[src/design/boost_sup_pkg.sv]
// Purpose: shared constants and helpers for the boost supervisor
// Assumes: 100 MHz system clock
// Notes:   setpoint is an abstract 8-bit code, min to max

package boost_sup_pkg;

    // ======
    // clock and timing
    localparam int CLK_HZ        = 100_000_000;
    localparam int CHECK_US      = 10;
    localparam int CHECK_CYC     = CHECK_US * (CLK_HZ / 1_000_000);
    localparam int UV_TIMEOUT_MS = 110;
    localparam int UV_TIMEOUT_CYC = UV_TIMEOUT_MS * (CLK_HZ / 1_000);
    localparam int RECOVERY_MS   = 1;
    localparam int RECOVERY_CYC  = RECOVERY_MS * (CLK_HZ / 1_000);
    localparam int SYNC_WIN_US   = 20;
    localparam int SYNC_WIN_CYC  = SYNC_WIN_US * (CLK_HZ / 1_000_000);

    // ======
    // setpoint
    localparam int            SP_W          = 8;
    localparam logic [SP_W-1:0] SP_MIN      = 8'h00;
    localparam logic [SP_W-1:0] SP_MAX      = 8'hFF;
    localparam int            INIT_PERMILLE = 880;
    localparam logic [SP_W-1:0] SP_INIT     = SP_W'((255 * INIT_PERMILLE) / 1000);

    // ======
    // sync detection
    localparam logic [2:0] SYNC_MIN_EDGES = 3'h2;
    localparam logic [2:0] SYNC_NO_EDGES  = 3'h0;
    localparam logic [2:0] SYNC_EDGE_SAT  = 3'h7;

    // ======
    // register reset values
    localparam logic [1:0] DEV_RESET  = 2'h2;
    localparam logic [1:0] RATE_RESET = 2'h0;

    // ======
    // string configuration codes
    localparam logic [2:0] CFG_FOUR     = 3'h0;
    localparam logic [2:0] CFG_THREE    = 3'h1;
    localparam logic [2:0] CFG_TWO      = 3'h2;
    localparam logic [2:0] CFG_TWO_PAIR = 3'h3;
    localparam logic [2:0] CFG_ONE      = 3'h4;
    localparam int         NUM_SINKS    = 4;

    // ======
    // fault states
    typedef enum logic [2:0] {
        ST_RUN      = 3'b001,
        ST_UV_TIME  = 3'b010,
        ST_RECOVERY = 3'b100
    } fault_state_t;

    // sinks wired for a configuration
    function automatic logic [NUM_SINKS-1:0] active_mask(input logic [2:0] cfg);
        case (cfg)
            CFG_FOUR:     active_mask = 4'hF;
            CFG_THREE:    active_mask = 4'h7;
            CFG_TWO:      active_mask = 4'h3;
            CFG_TWO_PAIR: active_mask = 4'hF;
            CFG_ONE:      active_mask = 4'hF;
            default:      active_mask = 4'hF;
        endcase
    endfunction : active_mask

    // swing amplitude in 0.1 % units
    function automatic logic [7:0] dev_amp(input logic [1:0] sel);
        case (sel)
            2'h0:    dev_amp = 8'h21;
            2'h1:    dev_amp = 8'h2B;
            2'h2:    dev_amp = 8'h35;
            default: dev_amp = 8'h48;
        endcase
    endfunction : dev_amp

    // modulation rate in Hz
    function automatic int rate_hz(input logic [1:0] sel);
        case (sel)
            2'h0:    rate_hz = 200;
            2'h1:    rate_hz = 500;
            2'h2:    rate_hz = 800;
            default: rate_hz = 1200;
        endcase
    endfunction : rate_hz

    // cycles per 0.1 % step of the triangle
    function automatic logic [15:0] step_cycles(input logic [1:0] dev, input logic [1:0] rate);
        int steps;
        steps = 4 * int'(dev_amp(dev)) * rate_hz(rate);
        step_cycles = 16'(CLK_HZ / steps);
    endfunction : step_cycles

endpackage : boost_sup_pkg

[src/design/boost_clk_if.sv]
// Purpose: clock-mode signals between supervisor and helpers
// Assumes: single clock domain
// Notes:   sync_level is already synchronised

`timescale 1ns/1ps

interface boost_clk_if;
    logic       sync_level;
    logic       ext_present;
    logic       static_level;
    logic       spread_en;
    logic [1:0] dev_sel;
    logic [1:0] rate_sel;
    logic [7:0] spread_offset;

    modport detect (input sync_level, output ext_present, output static_level);
    modport spread (input spread_en, input dev_sel, input rate_sel, output spread_offset);
    modport ctrl   (output sync_level, input ext_present, input static_level,
                    output spread_en, output dev_sel, output rate_sel, input spread_offset);
endinterface : boost_clk_if

[src/design/boost_supervisor.sv]
// Purpose: adaptive setpoint, boost fault supervision, clock selection
// Assumes: comparator and sink inputs are async levels
// Notes:   enable low holds the block in reset, all but the input synchronisers

`timescale 1ns/1ps

// Behaviour
// - only configured sinks steer the setpoint
// - open or short faulted sinks never steer the setpoint
// - per check, up if a sink is low, else down until one touches
// - setpoint held near 88 percent until channels active
// - overvoltage-low gates switching, sets flag; resumes once clear
// - overvoltage-high enters fault recovery and sets its flag
// - undervoltage for 110 ms enters recovery, sets overcurrent flag
// - static sync high enables spread, low disables it
// - external sync clock drives switching, spread forced off
// - lost sync falls back to internal clock; final level sets spread
// - deviation field selects swing 3.3/4.3/5.3/7.2 percent, resets to 10
// - rate field selects 200/500/800/1200 Hz, resets to 00
// - sync clock presence detected from start-up
module boost_supervisor
    import boost_sup_pkg::*;
#(
    parameter int UV_CYC       = UV_TIMEOUT_CYC,
    parameter int RECOVERY_LEN = RECOVERY_CYC
) (
    input  wire logic           mclk_i,
    input  wire logic           rst_i,
    input  wire logic           enable_i,
    input  wire logic           boost_sync_input_i,
    input  wire logic           boost_int_clk_i,
    input  wire logic [2:0]     string_config_pin_i,
    input  wire logic [3:0]     sink_headroom_low_i,
    input  wire logic [3:0]     sink_headroom_touch_i,
    input  wire logic [3:0]     sink_open_fault_i,
    input  wire logic [3:0]     sink_short_fault_i,
    input  wire logic           channels_active_i,
    input  wire logic           overvoltage_low_level_i,
    input  wire logic           overvoltage_high_level_i,
    input  wire logic           boost_undervoltage_level_i,
    input  wire logic           reg_wr_i,
    input  wire logic [1:0]     spread_deviation_wdata_i,
    input  wire logic [1:0]     spread_rate_wdata_i,
    input  wire logic [2:0]     flag_clear_i,
    output logic [1:0]          spread_deviation_select_o,
    output logic [1:0]          spread_rate_select_o,
    output logic [SP_W-1:0]     boost_setpoint_o,
    output logic                switching_enable_o,
    output logic                fault_recovery_o,
    output logic                boost_overvolt_low_flag_o,
    output logic                boost_overvolt_high_flag_o,
    output logic                boost_overcurrent_flag_o,
    output logic                ext_sync_active_o,
    output logic                spread_enable_o,
    output logic [7:0]          spread_offset_o,
    output logic                boost_clk_o
);

    // ======
    // input synchronisers
    localparam int IN_W = 26;

    logic [IN_W-1:0] meta_ff;
    logic [IN_W-1:0] sync_ff;
    logic [IN_W-1:0] raw_in;

    assign raw_in = {sink_headroom_low_i, sink_headroom_touch_i, sink_open_fault_i,
                     sink_short_fault_i, string_config_pin_i, channels_active_i,
                     overvoltage_low_level_i, overvoltage_high_level_i,
                     boost_undervoltage_level_i, boost_sync_input_i, boost_int_clk_i,
                     enable_i};

    always_ff @(posedge mclk_i) begin
        if (rst_i) begin
            meta_ff <= '0;
            sync_ff <= '0;
        end else begin
            meta_ff <= raw_in;
            sync_ff <= meta_ff;
        end
    end

    logic [3:0] low_q;
    logic [3:0] touch_q;
    logic [3:0] open_q;
    logic [3:0] short_q;
    logic [2:0] cfg_q;
    logic       active_q;
    logic       ovl_q;
    logic       ovh_q;
    logic       uv_q;
    logic       sync_q;
    logic       intclk_q;
    logic       en_q;
    logic       blk_rst;

    assign {low_q, touch_q, open_q, short_q, cfg_q, active_q, ovl_q, ovh_q,
            uv_q, sync_q, intclk_q, en_q} = sync_ff;
    assign blk_rst = rst_i | ~en_q;

    // ======
    // spread configuration registers
    logic [1:0] dev_ff,  nxt_dev;
    logic [1:0] rate_ff, nxt_rate;

    always_comb begin
        nxt_dev  = reg_wr_i ? spread_deviation_wdata_i : dev_ff;
        nxt_rate = reg_wr_i ? spread_rate_wdata_i : rate_ff;
    end

    always_ff @(posedge mclk_i) begin
        if (blk_rst) begin
            dev_ff  <= DEV_RESET;
            rate_ff <= RATE_RESET;
        end else begin
            dev_ff  <= nxt_dev;
            rate_ff <= nxt_rate;
        end
    end

    // ======
    // clock mode helpers
    boost_clk_if clk_bus ();

    assign clk_bus.sync_level = sync_q;
    assign clk_bus.dev_sel    = dev_ff;
    assign clk_bus.rate_sel   = rate_ff;
    assign clk_bus.spread_en  = ~clk_bus.ext_present & clk_bus.static_level;

    sync_detect u_sync_detect (
        .mclk_i    (mclk_i),
        .blk_rst_i (blk_rst),
        .bus       (clk_bus.detect)
    );

    spread_mod u_spread_mod (
        .mclk_i    (mclk_i),
        .blk_rst_i (blk_rst),
        .bus       (clk_bus.spread)
    );

    // ======
    // fault supervision
    fault_state_t state_ff, nxt_state;
    logic [31:0]  cnt_ff,   nxt_cnt;
    logic [2:0]   flag_ff,  nxt_flag;
    logic         sw_en_ff, nxt_sw_en;

    always_comb begin
        nxt_state = state_ff;
        nxt_cnt   = cnt_ff;
        nxt_flag  = flag_ff & ~flag_clear_i;
        case (state_ff)
            ST_RUN: begin
                nxt_cnt = 32'h0000_0000;
                if (ovh_q) begin
                    nxt_state = ST_RECOVERY;
                end else if (uv_q) begin
                    nxt_state = ST_UV_TIME;
                end
            end
            ST_UV_TIME: begin
                if (ovh_q) begin
                    nxt_state = ST_RECOVERY;
                    nxt_cnt   = 32'h0000_0000;
                end else if (!uv_q) begin
                    nxt_state = ST_RUN;
                    nxt_cnt   = 32'h0000_0000;
                end else if (cnt_ff >= 32'(UV_CYC - 1)) begin
                    nxt_state = ST_RECOVERY;
                    nxt_cnt   = 32'h0000_0000;
                    nxt_flag[2] = 1'b1;
                end else begin
                    nxt_cnt = cnt_ff + 32'h0000_0001;
                end
            end
            ST_RECOVERY: begin
                if (cnt_ff >= 32'(RECOVERY_LEN - 1)) begin
                    nxt_state = ST_RUN;
                    nxt_cnt   = 32'h0000_0000;
                end else begin
                    nxt_cnt = cnt_ff + 32'h0000_0001;
                end
            end
            default: begin
                nxt_state = ST_RUN;
                nxt_cnt   = 32'h0000_0000;
            end
        endcase
        // hardware set wins over a same-cycle clear
        if (ovl_q) begin
            nxt_flag[0] = 1'b1;
        end
        if (ovh_q) begin
            nxt_flag[1] = 1'b1;
        end
        nxt_sw_en = (nxt_state != ST_RECOVERY) & ~ovl_q;
    end

    always_ff @(posedge mclk_i) begin
        if (blk_rst) begin
            state_ff <= ST_RUN;
            cnt_ff   <= 32'h0000_0000;
            flag_ff  <= 3'h0;
            sw_en_ff <= 1'b0;
        end else begin
            state_ff <= nxt_state;
            cnt_ff   <= nxt_cnt;
            flag_ff  <= nxt_flag;
            sw_en_ff <= nxt_sw_en;
        end
    end

    // ======
    // adaptive setpoint
    logic [SP_W-1:0] sp_ff,    nxt_sp;
    logic [15:0]     chk_ff,   nxt_chk;
    logic [3:0]      monitored;
    logic            chk_tick;

    always_comb begin
        monitored = active_mask(cfg_q) & ~(open_q | short_q);
        chk_tick  = (chk_ff == 16'(CHECK_CYC - 1));
        nxt_chk   = chk_tick ? 16'h0000 : chk_ff + 16'h0001;
        nxt_sp    = sp_ff;
        if (!active_q || state_ff == ST_RECOVERY) begin
            nxt_sp = SP_INIT;
        end else if (chk_tick && monitored != 4'h0) begin
            if ((low_q & monitored) != 4'h0) begin
                if (sp_ff != SP_MAX) begin
                    nxt_sp = sp_ff + 8'h01;
                end
            end else if ((touch_q & monitored) == 4'h0 && sp_ff != SP_MIN) begin
                nxt_sp = sp_ff - 8'h01;
            end
        end
    end

    always_ff @(posedge mclk_i) begin
        if (blk_rst) begin
            sp_ff  <= SP_INIT;
            chk_ff <= 16'h0000;
        end else begin
            sp_ff  <= nxt_sp;
            chk_ff <= nxt_chk;
        end
    end

    // ======
    // boost clock output
    logic clk_ff, nxt_clk;
    logic ss_ff,  nxt_ss;
    logic [7:0] ofs_ff, nxt_ofs;

    always_comb begin
        nxt_clk = clk_bus.ext_present ? sync_q : intclk_q;
        nxt_ss  = clk_bus.spread_en;
        nxt_ofs = clk_bus.spread_offset;
    end

    always_ff @(posedge mclk_i) begin
        if (blk_rst) begin
            clk_ff <= 1'b0;
            ss_ff  <= 1'b0;
            ofs_ff <= 8'h00;
        end else begin
            clk_ff <= nxt_clk;
            ss_ff  <= nxt_ss;
            ofs_ff <= nxt_ofs;
        end
    end

    assign spread_deviation_select_o  = dev_ff;
    assign spread_rate_select_o       = rate_ff;
    assign boost_setpoint_o           = sp_ff;
    assign switching_enable_o         = sw_en_ff;
    assign fault_recovery_o           = (state_ff == ST_RECOVERY);
    assign boost_overvolt_low_flag_o  = flag_ff[0];
    assign boost_overvolt_high_flag_o = flag_ff[1];
    assign boost_overcurrent_flag_o   = flag_ff[2];
    assign ext_sync_active_o          = clk_bus.ext_present;
    assign spread_enable_o            = ss_ff;
    assign spread_offset_o            = ofs_ff;
    assign boost_clk_o                = clk_ff;

endmodule : boost_supervisor

[src/design/spread_mod.sv]
// Purpose: triangle frequency offset for spread spectrum
// Assumes: signed offset, 0.1 % units
// Notes:   offset returns to zero while disabled

`timescale 1ns/1ps

module spread_mod
    import boost_sup_pkg::*;
(
    input  wire logic   mclk_i,
    input  wire logic   blk_rst_i,
    boost_clk_if.spread bus
);

    logic signed [7:0] pos_ff,  nxt_pos;
    logic              down_ff, nxt_down;
    logic [15:0]       tick_ff, nxt_tick;
    logic signed [7:0] amp;
    logic              step;

    always_comb begin
        amp      = signed'(dev_amp(bus.dev_sel));
        step     = (tick_ff >= step_cycles(bus.dev_sel, bus.rate_sel) - 16'h0001);
        nxt_tick = step ? 16'h0000 : tick_ff + 16'h0001;
        nxt_pos  = pos_ff;
        nxt_down = down_ff;
        if (!bus.spread_en) begin
            nxt_pos  = 8'sh00;
            nxt_down = 1'b0;
            nxt_tick = 16'h0000;
        end else if (step) begin
            if (!down_ff) begin
                if (pos_ff >= amp) begin
                    nxt_down = 1'b1;
                    nxt_pos  = pos_ff - 8'sh01;
                end else begin
                    nxt_pos  = pos_ff + 8'sh01;
                end
            end else begin
                if (pos_ff <= -amp) begin
                    nxt_down = 1'b0;
                    nxt_pos  = pos_ff + 8'sh01;
                end else begin
                    nxt_pos  = pos_ff - 8'sh01;
                end
            end
        end
    end

    always_ff @(posedge mclk_i) begin
        if (blk_rst_i) begin
            pos_ff  <= 8'sh00;
            down_ff <= 1'b0;
            tick_ff <= 16'h0000;
        end else begin
            pos_ff  <= nxt_pos;
            down_ff <= nxt_down;
            tick_ff <= nxt_tick;
        end
    end

    assign bus.spread_offset = pos_ff;

endmodule : spread_mod

[src/design/sync_detect.sv]
// Purpose: external clock presence on the sync input
// Assumes: sync_level already passed two flip-flops
// Notes:   static level latched after an edgeless window

`timescale 1ns/1ps

module sync_detect
    import boost_sup_pkg::*;
(
    input  wire logic   mclk_i,
    input  wire logic   blk_rst_i,
    boost_clk_if.detect bus
);

    logic        prev_ff,    nxt_prev;
    logic [15:0] win_ff,     nxt_win;
    logic [2:0]  edges_ff,   nxt_edges;
    logic        present_ff, nxt_present;
    logic        level_ff,   nxt_level;
    logic        rise;
    logic        win_end;

    always_comb begin
        rise        = bus.sync_level & ~prev_ff;
        win_end     = (win_ff == 16'(SYNC_WIN_CYC - 1));
        nxt_prev    = bus.sync_level;
        nxt_win     = win_end ? 16'h0000 : win_ff + 16'h0001;
        nxt_edges   = edges_ff;
        nxt_present = present_ff;
        nxt_level   = level_ff;
        if (rise && edges_ff != SYNC_EDGE_SAT) begin
            nxt_edges = edges_ff + 3'h1;
        end
        if (win_end) begin
            nxt_edges = SYNC_NO_EDGES;
            if (edges_ff >= SYNC_MIN_EDGES) begin
                nxt_present = 1'b1;
            end else if (edges_ff == SYNC_NO_EDGES) begin
                nxt_present = 1'b0;
                nxt_level   = bus.sync_level;
            end
        end
    end

    always_ff @(posedge mclk_i) begin
        if (blk_rst_i) begin
            prev_ff    <= 1'b0;
            win_ff     <= 16'h0000;
            edges_ff   <= 3'h0;
            present_ff <= 1'b0;
            level_ff   <= 1'b0;
        end else begin
            prev_ff    <= nxt_prev;
            win_ff     <= nxt_win;
            edges_ff   <= nxt_edges;
            present_ff <= nxt_present;
            level_ff   <= nxt_level;
        end
    end

    assign bus.ext_present  = present_ff;
    assign bus.static_level = level_ff;

endmodule : sync_detect
[config.mk]
export PLATFORM = sky130hd
export DESIGN_NAME = boost_supervisor
export DESIGN_NICKNAME = d
export VERILOG_FILES = /design/src/design/boost_sup_pkg.sv /design/src/design/boost_clk_if.sv /design/src/design/boost_supervisor.sv /design/src/design/spread_mod.sv /design/src/design/sync_detect.sv
export SDC_FILE = /design/constraint.sdc
export NUM_CORES = 1
export LEC_CHECK = 0
export ABC_AREA = 1
export ABC_CLOCK_PERIOD_IN_PS = 105200
export BUFFER_PORTS_ARGS = -buffer_cell sky130_fd_sc_hd__buf_2
export CAP_MARGIN = 20
export CORE_MARGIN = 3
export CORE_UTILIZATION = 60
export DETAILED_ROUTE_END_ITERATION = 8
export PLACE_DENSITY_LB_ADDON = 0.08
export SLEW_MARGIN = 20
export SYNTH_ARGS = -nofsm -noshare
export SYNTH_HDL_FRONTEND = slang
export SYNTH_SLANG_ARGS = --single-unit
[constraint.sdc]
create_clock -name mclk_i -period 105.2 [get_ports mclk_i]
set_input_delay 15.78 -clock mclk_i [delete_from_list [all_inputs] [get_ports mclk_i]]
set_output_delay 15.78 -clock mclk_i [all_outputs]
set_load 0.05 [all_outputs]
**After elaboration in Yosys (flattened, before gate mapping)**

Cells that the tools add are included.

- Memory bits (writable): 0
- Memories kept: 0
- Input port bits: 36
- Word-level logic and storage cells: 127
- Output and inout bits: 28
- Register bits: 176
- Latch bits: 0
- Memory bits (read-only): 0

- Multipliers: 1
- Divide/modulo/power cells: 1
- Equal/unequal tests: 15
- Muxes and demuxes: 33
- $add $sub $neg: 11
- Shift-type cells: 0
- Magnitude comparators: 6
- Bitwise gates (word level): 17
- Reductions and logical operators: 22

Operator list:

| cell | count |
|---|---|
| 32-bit two-way mux | 4 |
| 32-bit case mux with 2 select lines | 1 |
| 16-bit by 1-bit adder with 16-bit output, second input constant | 3 |
| 8-bit two-way mux | 6 |
| 11-bit case mux with 3 select lines | 1 |
| 32-bit by 1-bit adder with 32-bit output, second input constant | 1 |
| 28-bit by 32-bit divider with 32-bit output, first input constant | 1 |
| 32-bit by 17-bit greater-or-equal comparator with 1-bit output, second input constant | 1 |
| 32-bit by 24-bit greater-or-equal comparator with 1-bit output, second input constant | 1 |
| 7-bit case mux with 3 select lines | 1 |
| 7-bit by 11-bit multiplier with 18-bit output | 1 |
| 3-bit two-way mux | 6 |
| 16-bit by 10-bit equality test with 1-bit output, second input constant | 1 |
| 16-bit by 11-bit equality test with 1-bit output, second input constant | 1 |
| 16-bit greater-or-equal comparator | 1 |
| 16-bit by 1-bit subtractor with 16-bit output, second input constant | 1 |
| 4-bit bitwise AND | 3 |
| 1-bit two-way mux | 12 |
| 3-bit case mux with 3 select lines | 1 |
| 8-bit by 1-bit adder with 8-bit output, second input constant | 1 |
| 8-bit by 2-bit adder with 8-bit output, second input constant | 1 |
| 8-bit greater-or-equal comparator | 1 |
| 8-bit <= comparator | 1 |
| 8-bit != test, second input constant | 1 |
| 33 further kinds | 54 |

**Depth between registers and ports, before layout**

- Word-level depth: 8
- Gate-level depth with buffers: 499
- Depth with buffers taken out: 465

**By module**

A second synthesis with hierarchy kept.

- Cells, all modules: 4551
- Area, all modules: 28960.3 um^2

Modules (own cells, without submodules):

| module | cells an instance | area an instance (um^2) | sequential area each (um^2) | times used |
|---|---|---|---|---|
| spread_mod | 3671 | 22444.0 | 500.5 | 1 |
| boost_supervisor | 722 | 5401.4 | 2582.5 | 1 |
| sync_detect | 158 | 1114.8 | 440.4 | 1 |

**Least setup slack after synthesis**

OpenSTA, ideal clock, no wires.

- Path type: register to register
- Start: reg rate_ff[0] (netlist: spread_rate_select_o[0])
- End: reg u_spread_mod.tick_ff[0]
- Cell stages (with the launch flop): 467
- Period minus slack after synthesis: 66.838 ns
- Data arrival time: 66.711 ns
- Setup time: 0.127 ns
- Path slack: 38.362 ns
- Cell sequence: dfxtp_1 ha_1 nand2_8 inv_4 clkbuf_1 clkbuf_1 buf_1 ha_1 inv_1 fa_1 inv_1 fa_1 inv_1 fa_1 inv_1 ha_1 xnor2_1 nand3_1 [431 not listed] nor2_2 buf_4 ha_1 nand3_1 nor3_1 nand4_1 nor3_1 nand3_1 xor2_1 ha_1 nand4_1 nor3_1 nand2_1 nand3_1 inv_1 nand2_1 clkbuf_1 nor2_1

- Word-level cells in the longest chain between the ends: 7

Ends and longest elaborated chain:

| what | RTL line | text |
|---|---|---|
| start: declaration | boost_supervisor.sv:104 | `logic [1:0] rate_ff, nxt_rate;` |
| start signal: assignment | boost_supervisor.sv:117 | `rate_ff <= nxt_rate;` |
| 2-bit equality test (tied with other cells) | boost_sup_pkg.sv:79 | `case (sel)` |
| 11-bit case mux with 3 select lines * | boost_sup_pkg.sv:79 |  |
| 7-bit by 11-bit multiplier with 18-bit output * | boost_sup_pkg.sv:90 | `steps = 4 * int'(dev_amp(dev)) * rate_hz(rate);` |
| 28-bit by 32-bit divider with 32-bit output * | boost_sup_pkg.sv:91 | `step_cycles = 16'(CLK_HZ / steps);` |
| 16-bit by 1-bit subtractor with 16-bit output * | spread_mod.sv:23 | `step = (tick_ff >= step_cycles(bus.dev_sel, bus.rate_sel) - 16'h0001);` |
| 16-bit greater-or-equal comparator * | spread_mod.sv:23 |  |
| 3-bit OR reduction (no source line) * | - |  |
| end signal: assignment | spread_mod.sv:58 | `tick_ff <= nxt_tick;` |
| end: declaration | spread_mod.sv:17 | `logic [15:0] tick_ff, nxt_tick;` |

Every way passes the cells marked *; elsewhere a longest branch is shown, timed or not.
A chain may end at the register's enable or synchronous reset.

**Final worst setup path**

- Start: reg rate_ff[0] (netlist: spread_rate_select_o[0])
- End: reg u_spread_mod.pos_ff[1] (netlist: u_spread_mod.bus.spread_offset[1])

- Word-level cells in the longest chain between the ends: 6

Ends and longest elaborated chain:

| what | RTL line | text |
|---|---|---|
| 2-bit equality test (tied with other cells) | boost_sup_pkg.sv:79 |  |
| 11-bit case mux with 3 select lines * | boost_sup_pkg.sv:79 |  |
| 7-bit by 11-bit multiplier with 18-bit output * | boost_sup_pkg.sv:90 |  |
| 28-bit by 32-bit divider with 32-bit output * | boost_sup_pkg.sv:91 |  |
| 16-bit by 1-bit subtractor with 16-bit output * | spread_mod.sv:23 |  |
| 16-bit greater-or-equal comparator * | spread_mod.sv:23 |  |
| end signal: assignment | spread_mod.sv:56 | `pos_ff <= nxt_pos;` |
| end: declaration | spread_mod.sv:15 | `logic signed [7:0] pos_ff, nxt_pos;` |

Marks and branches as above.

==> summary.md <==
| Metric | Value |
|---|---|
| Met2 usage | `46.8%` |
| Post-DP HPWL | `54600 microns` |
| Number of global-route vias before repair | `24600` |
| Placed instance area | `28600 sq um` |
| # IOs | `64` |
| Peak Freq | `13.5 MHz` |
| Core Region | `45600 sq um` |
| Global placer's final weighted congestion | `0.913` |
| Global-route usage over all layers | `27.9%` |
| Period Utilization, post-route | `70.6%` |
| WHS | `400 ps` |
| Largest net degree at the start of global routing | `54` |
| GR peak layer | `met2` |
| Critical path startpoint category | `register` |
| Post-CTS sizing | `0` |
| Area growth, synth to finish | `5.32%` |
| Die ar. | `48900 sq um` |
| H-Tree Depth | `4` |
| Area of the mapped netlist | `27800 sq um` |
| Maximum fanout along the worst path | `32` |
| Router iterations before antenna repair | `6` |
| Distinct cells, synth | `78` |
| PortBufs | `63` |
| Slew margin rel. | `27.8%` |
| Slowest-stage cell, CP | `a2111oi_0` |
| Worst-path clk slew | `70 ps` |
| Worst hold path class | `reg -> reg` |
| Ant. Diodes | `0` |
| Slew Viols, Final | `0` |
| Final Hold Vio Count | `0` |
| Outcome | `finished clean` |
| Primary FF master, synth | `dfxtp_1` |
| Register bit count reported by yosys | `176` |
| Clock buffer depth | `2` |
| DR iter-0 viols | `1705` |
| Critical Path RT | `105490 ps` |
| Root buf cell | `clkbuf_16` |
| Routing usage on met3 | `3.06%` |
| Syn Inst Count | `4301` |
| Yosys top cell by area | `ha_1` |
| TritonCTS buffer count | `17` |
| Post-CTS Hold Buffers | `0` |
| Skew final | `11.8 ps` |
| Syn. warnings | `0` |
| Mean Syn Cell Area | `6.46 sq um` |
| Die width | `221 microns` |
| Setup_tns | `0 ps` |
| Met1 usage | `38.7%` |
| Crit Path Category | `reg -> reg` |
| EDFF count, synth | `0` |
| Via Count | `27000` |
| Drt wl/cell | `14.2 microns` |
| Adder-cell area share of the yosys netlist | `20.2%` |
| Overflow after GRT | `0` |
| Initial antenna violation count | `0` |
| Post-CTS Setup Bufs | `0` |
| CTS tree | `yes` |
| CTS Sinks | `176` |
| Initial Utilization | `61.0%` |
| Post-synthesis sequential area ratio | `12.7%` |
| Worst Path Arrival | `74560 ps` |
| Skew-Pair Late Insertion Delay | `440 ps` |
| Synth Area in Compound Gates | `16.7%` |
| Ys async rst share | `0%` |
| Fin nets | `4787` |
| Slew @ Worst Pin | `1060 ps` |
| Antenna Nets Post-Route | `0` |
| Simple-Gate Fraction of Synth Area | `31.3%` |
| Area contributors post-synth | `ha_1, dfxtp_1, nand2_1, inv_1, a21oi_1` |
| RSZ-0062 raised after global routing | `no` |
| Post-synthesis mux area share | `0.0721%` |
| Worst Setup End Kind | `register` |
| Total wire length | `70200 microns` |
| Share of cells above drive strength 1 | `7.66%` |
| DR DRC count | `0` |
| Top-area cell type share of the netlist area | `17.9%` |
| # rows | `78` |
| Min Tclk post-route | `74260 ps` |
| Largest family of logic cells by synthesized area | `simple AND/OR/NAND/NOR gates` |
| Peak per-stage delay on the critical path | `890 ps` |
| Die height | `221 microns` |
| Vias per cell | `5.47` |
| Most used cell, CP | `nand2_1` |
| First-pass GRT wire length | `117000 microns` |
| XOR/XNOR Fraction of Synth Area | `9.04%` |
| Design Area, Final | `29300 sq um` |
| Maximum Capacitance Violations | `0` |
| Setup Viol. Count Final | `0` |
-- placed cells by master, fill, tap and decap left out, drive strengths merged, types with 6 or more instances in the layout --
cell type / instances
o31ai: 12
nor3: 73
buf: 80
a211oi: 12
o221ai: 6
o211ai: 13
inv: 625
dfxtp: 176
a31oi: 12
clkbuf: 17
fa: 32
clkinv: 11
a21oi: 314
nand2: 975
o21ai: 323
o21a: 8
xor2: 167
nand3: 272
or2: 44
nor2: 391
nand4: 73
ha: 397
nand3b: 8
o21bai: 62
nor4: 16
a21o: 31
and2: 7
xnor2: 119
nor3b: 17
conb: 9
-- state kept, by name (all words and copies together), names as in the netlist, 8 cells and up --
name,flops
sync_ff,26
meta_ff,26
u_spread_mod.bus.spread_offset,8
chk_ff,16
spread_offset_o,8
cnt_ff,32
boost_setpoint_o,8
u_spread_mod.tick_ff,16
u_sync_detect.win_ff,16
-- through the flow --
stage               instances  utilization, %  setup slack [ps]
floorplan                4309               -             38360
global placement         4903            62.8             33910
detailed placement       4903            62.8             31880
CTS                      4935            64.2             31600
global route             4935            64.2             22510
finish                   4935            64.2             30940
-- final cells by class --
| class | instances | area [sq um] |
|---|---|---|
| timing repair buffer | 80 | 443 |
| inverter | 623 | 2350 |
| clock buffer | 17 | 425 |
| multi-input combinational | 3424 | 21600 |
| sequential | 176 | 3520 |
| clock inverter | 15 | 189 |
| fill | 4445 | 16300 |
| tap | 600 | 751 |
-- cell usage after synthesis (16+ instances only) --
library cell / number
nand2_1: 914
nand2_2: 34
clkbuf_1: 56
nor2_1: 361
nor3b_1: 17
a21o_1: 31
nand4_1: 70
xor2_1: 166
ha_1: 397
o21bai_1: 58
inv_1: 587
nor2_4: 17
o21ai_1: 40
xnor2_1: 119
o21ai_0: 276
a21oi_1: 311
dfxtp_1: 176
nor4_1: 16
inv_2: 25
nor3_1: 72
nand2_4: 26
or2_2: 35
nand3_1: 237
fa_1: 32
nand3_2: 30
-- per-layer routing --
| metal | vias to the layer above | routed length [microns] |
|---|---|---|
| met3 | 99 | 3170 |
| li1 | 14300 | - |
| met5 | - | 83 |
| met2 | 540 | 31900 |
| met1 | 12100 | 33800 |
| met4 | 2 | 1220 |
-- worst max-delay path, delay by kind of cell, from the launching register on --
family	cells	cell delay, ps
compound gates	162	28050
xor+xnor	1	180
fa+ha+maj	36	11780
buf+inv	54	8900
flops	1	340
mux	2	530
simple gates	183	24060
-- logic make-up after synthesis --
logic type | after synthesis
and+or+nand+nor | 1881
AOI/OAI and AO/OA | 817
buffers and inverters | 709
adders and majority gates | 429
xor gates and xnor gates | 286
DFF | 176
muxes | 2
other | 1
-- worst paths after layout --
path | from | slack, ps | end | cells past startpoint
worst max register to register | spread_rate_select_o[0]$_SDFFE_PP0P_ | 30940 | u_spread_mod.bus.spread_offset[1]$_SDFFE_PP0P_ | 438
worst max-delay path | spread_rate_select_o[0]$_SDFFE_PP0P_ | 30940 | u_spread_mod.bus.spread_offset[1]$_SDFFE_PP0P_ | 438
worst min-delay path | meta_ff[2]$_SDFF_PP0_ | 400 | sync_ff[2]$_SDFF_PP0_ | 2
worst min register to register | meta_ff[2]$_SDFF_PP0_ | 400 | sync_ff[2]$_SDFF_PP0_ | 2
Power is not shown: default switching activity piles up to over one toggle a cycle in this logic, so the estimate is an artifact.
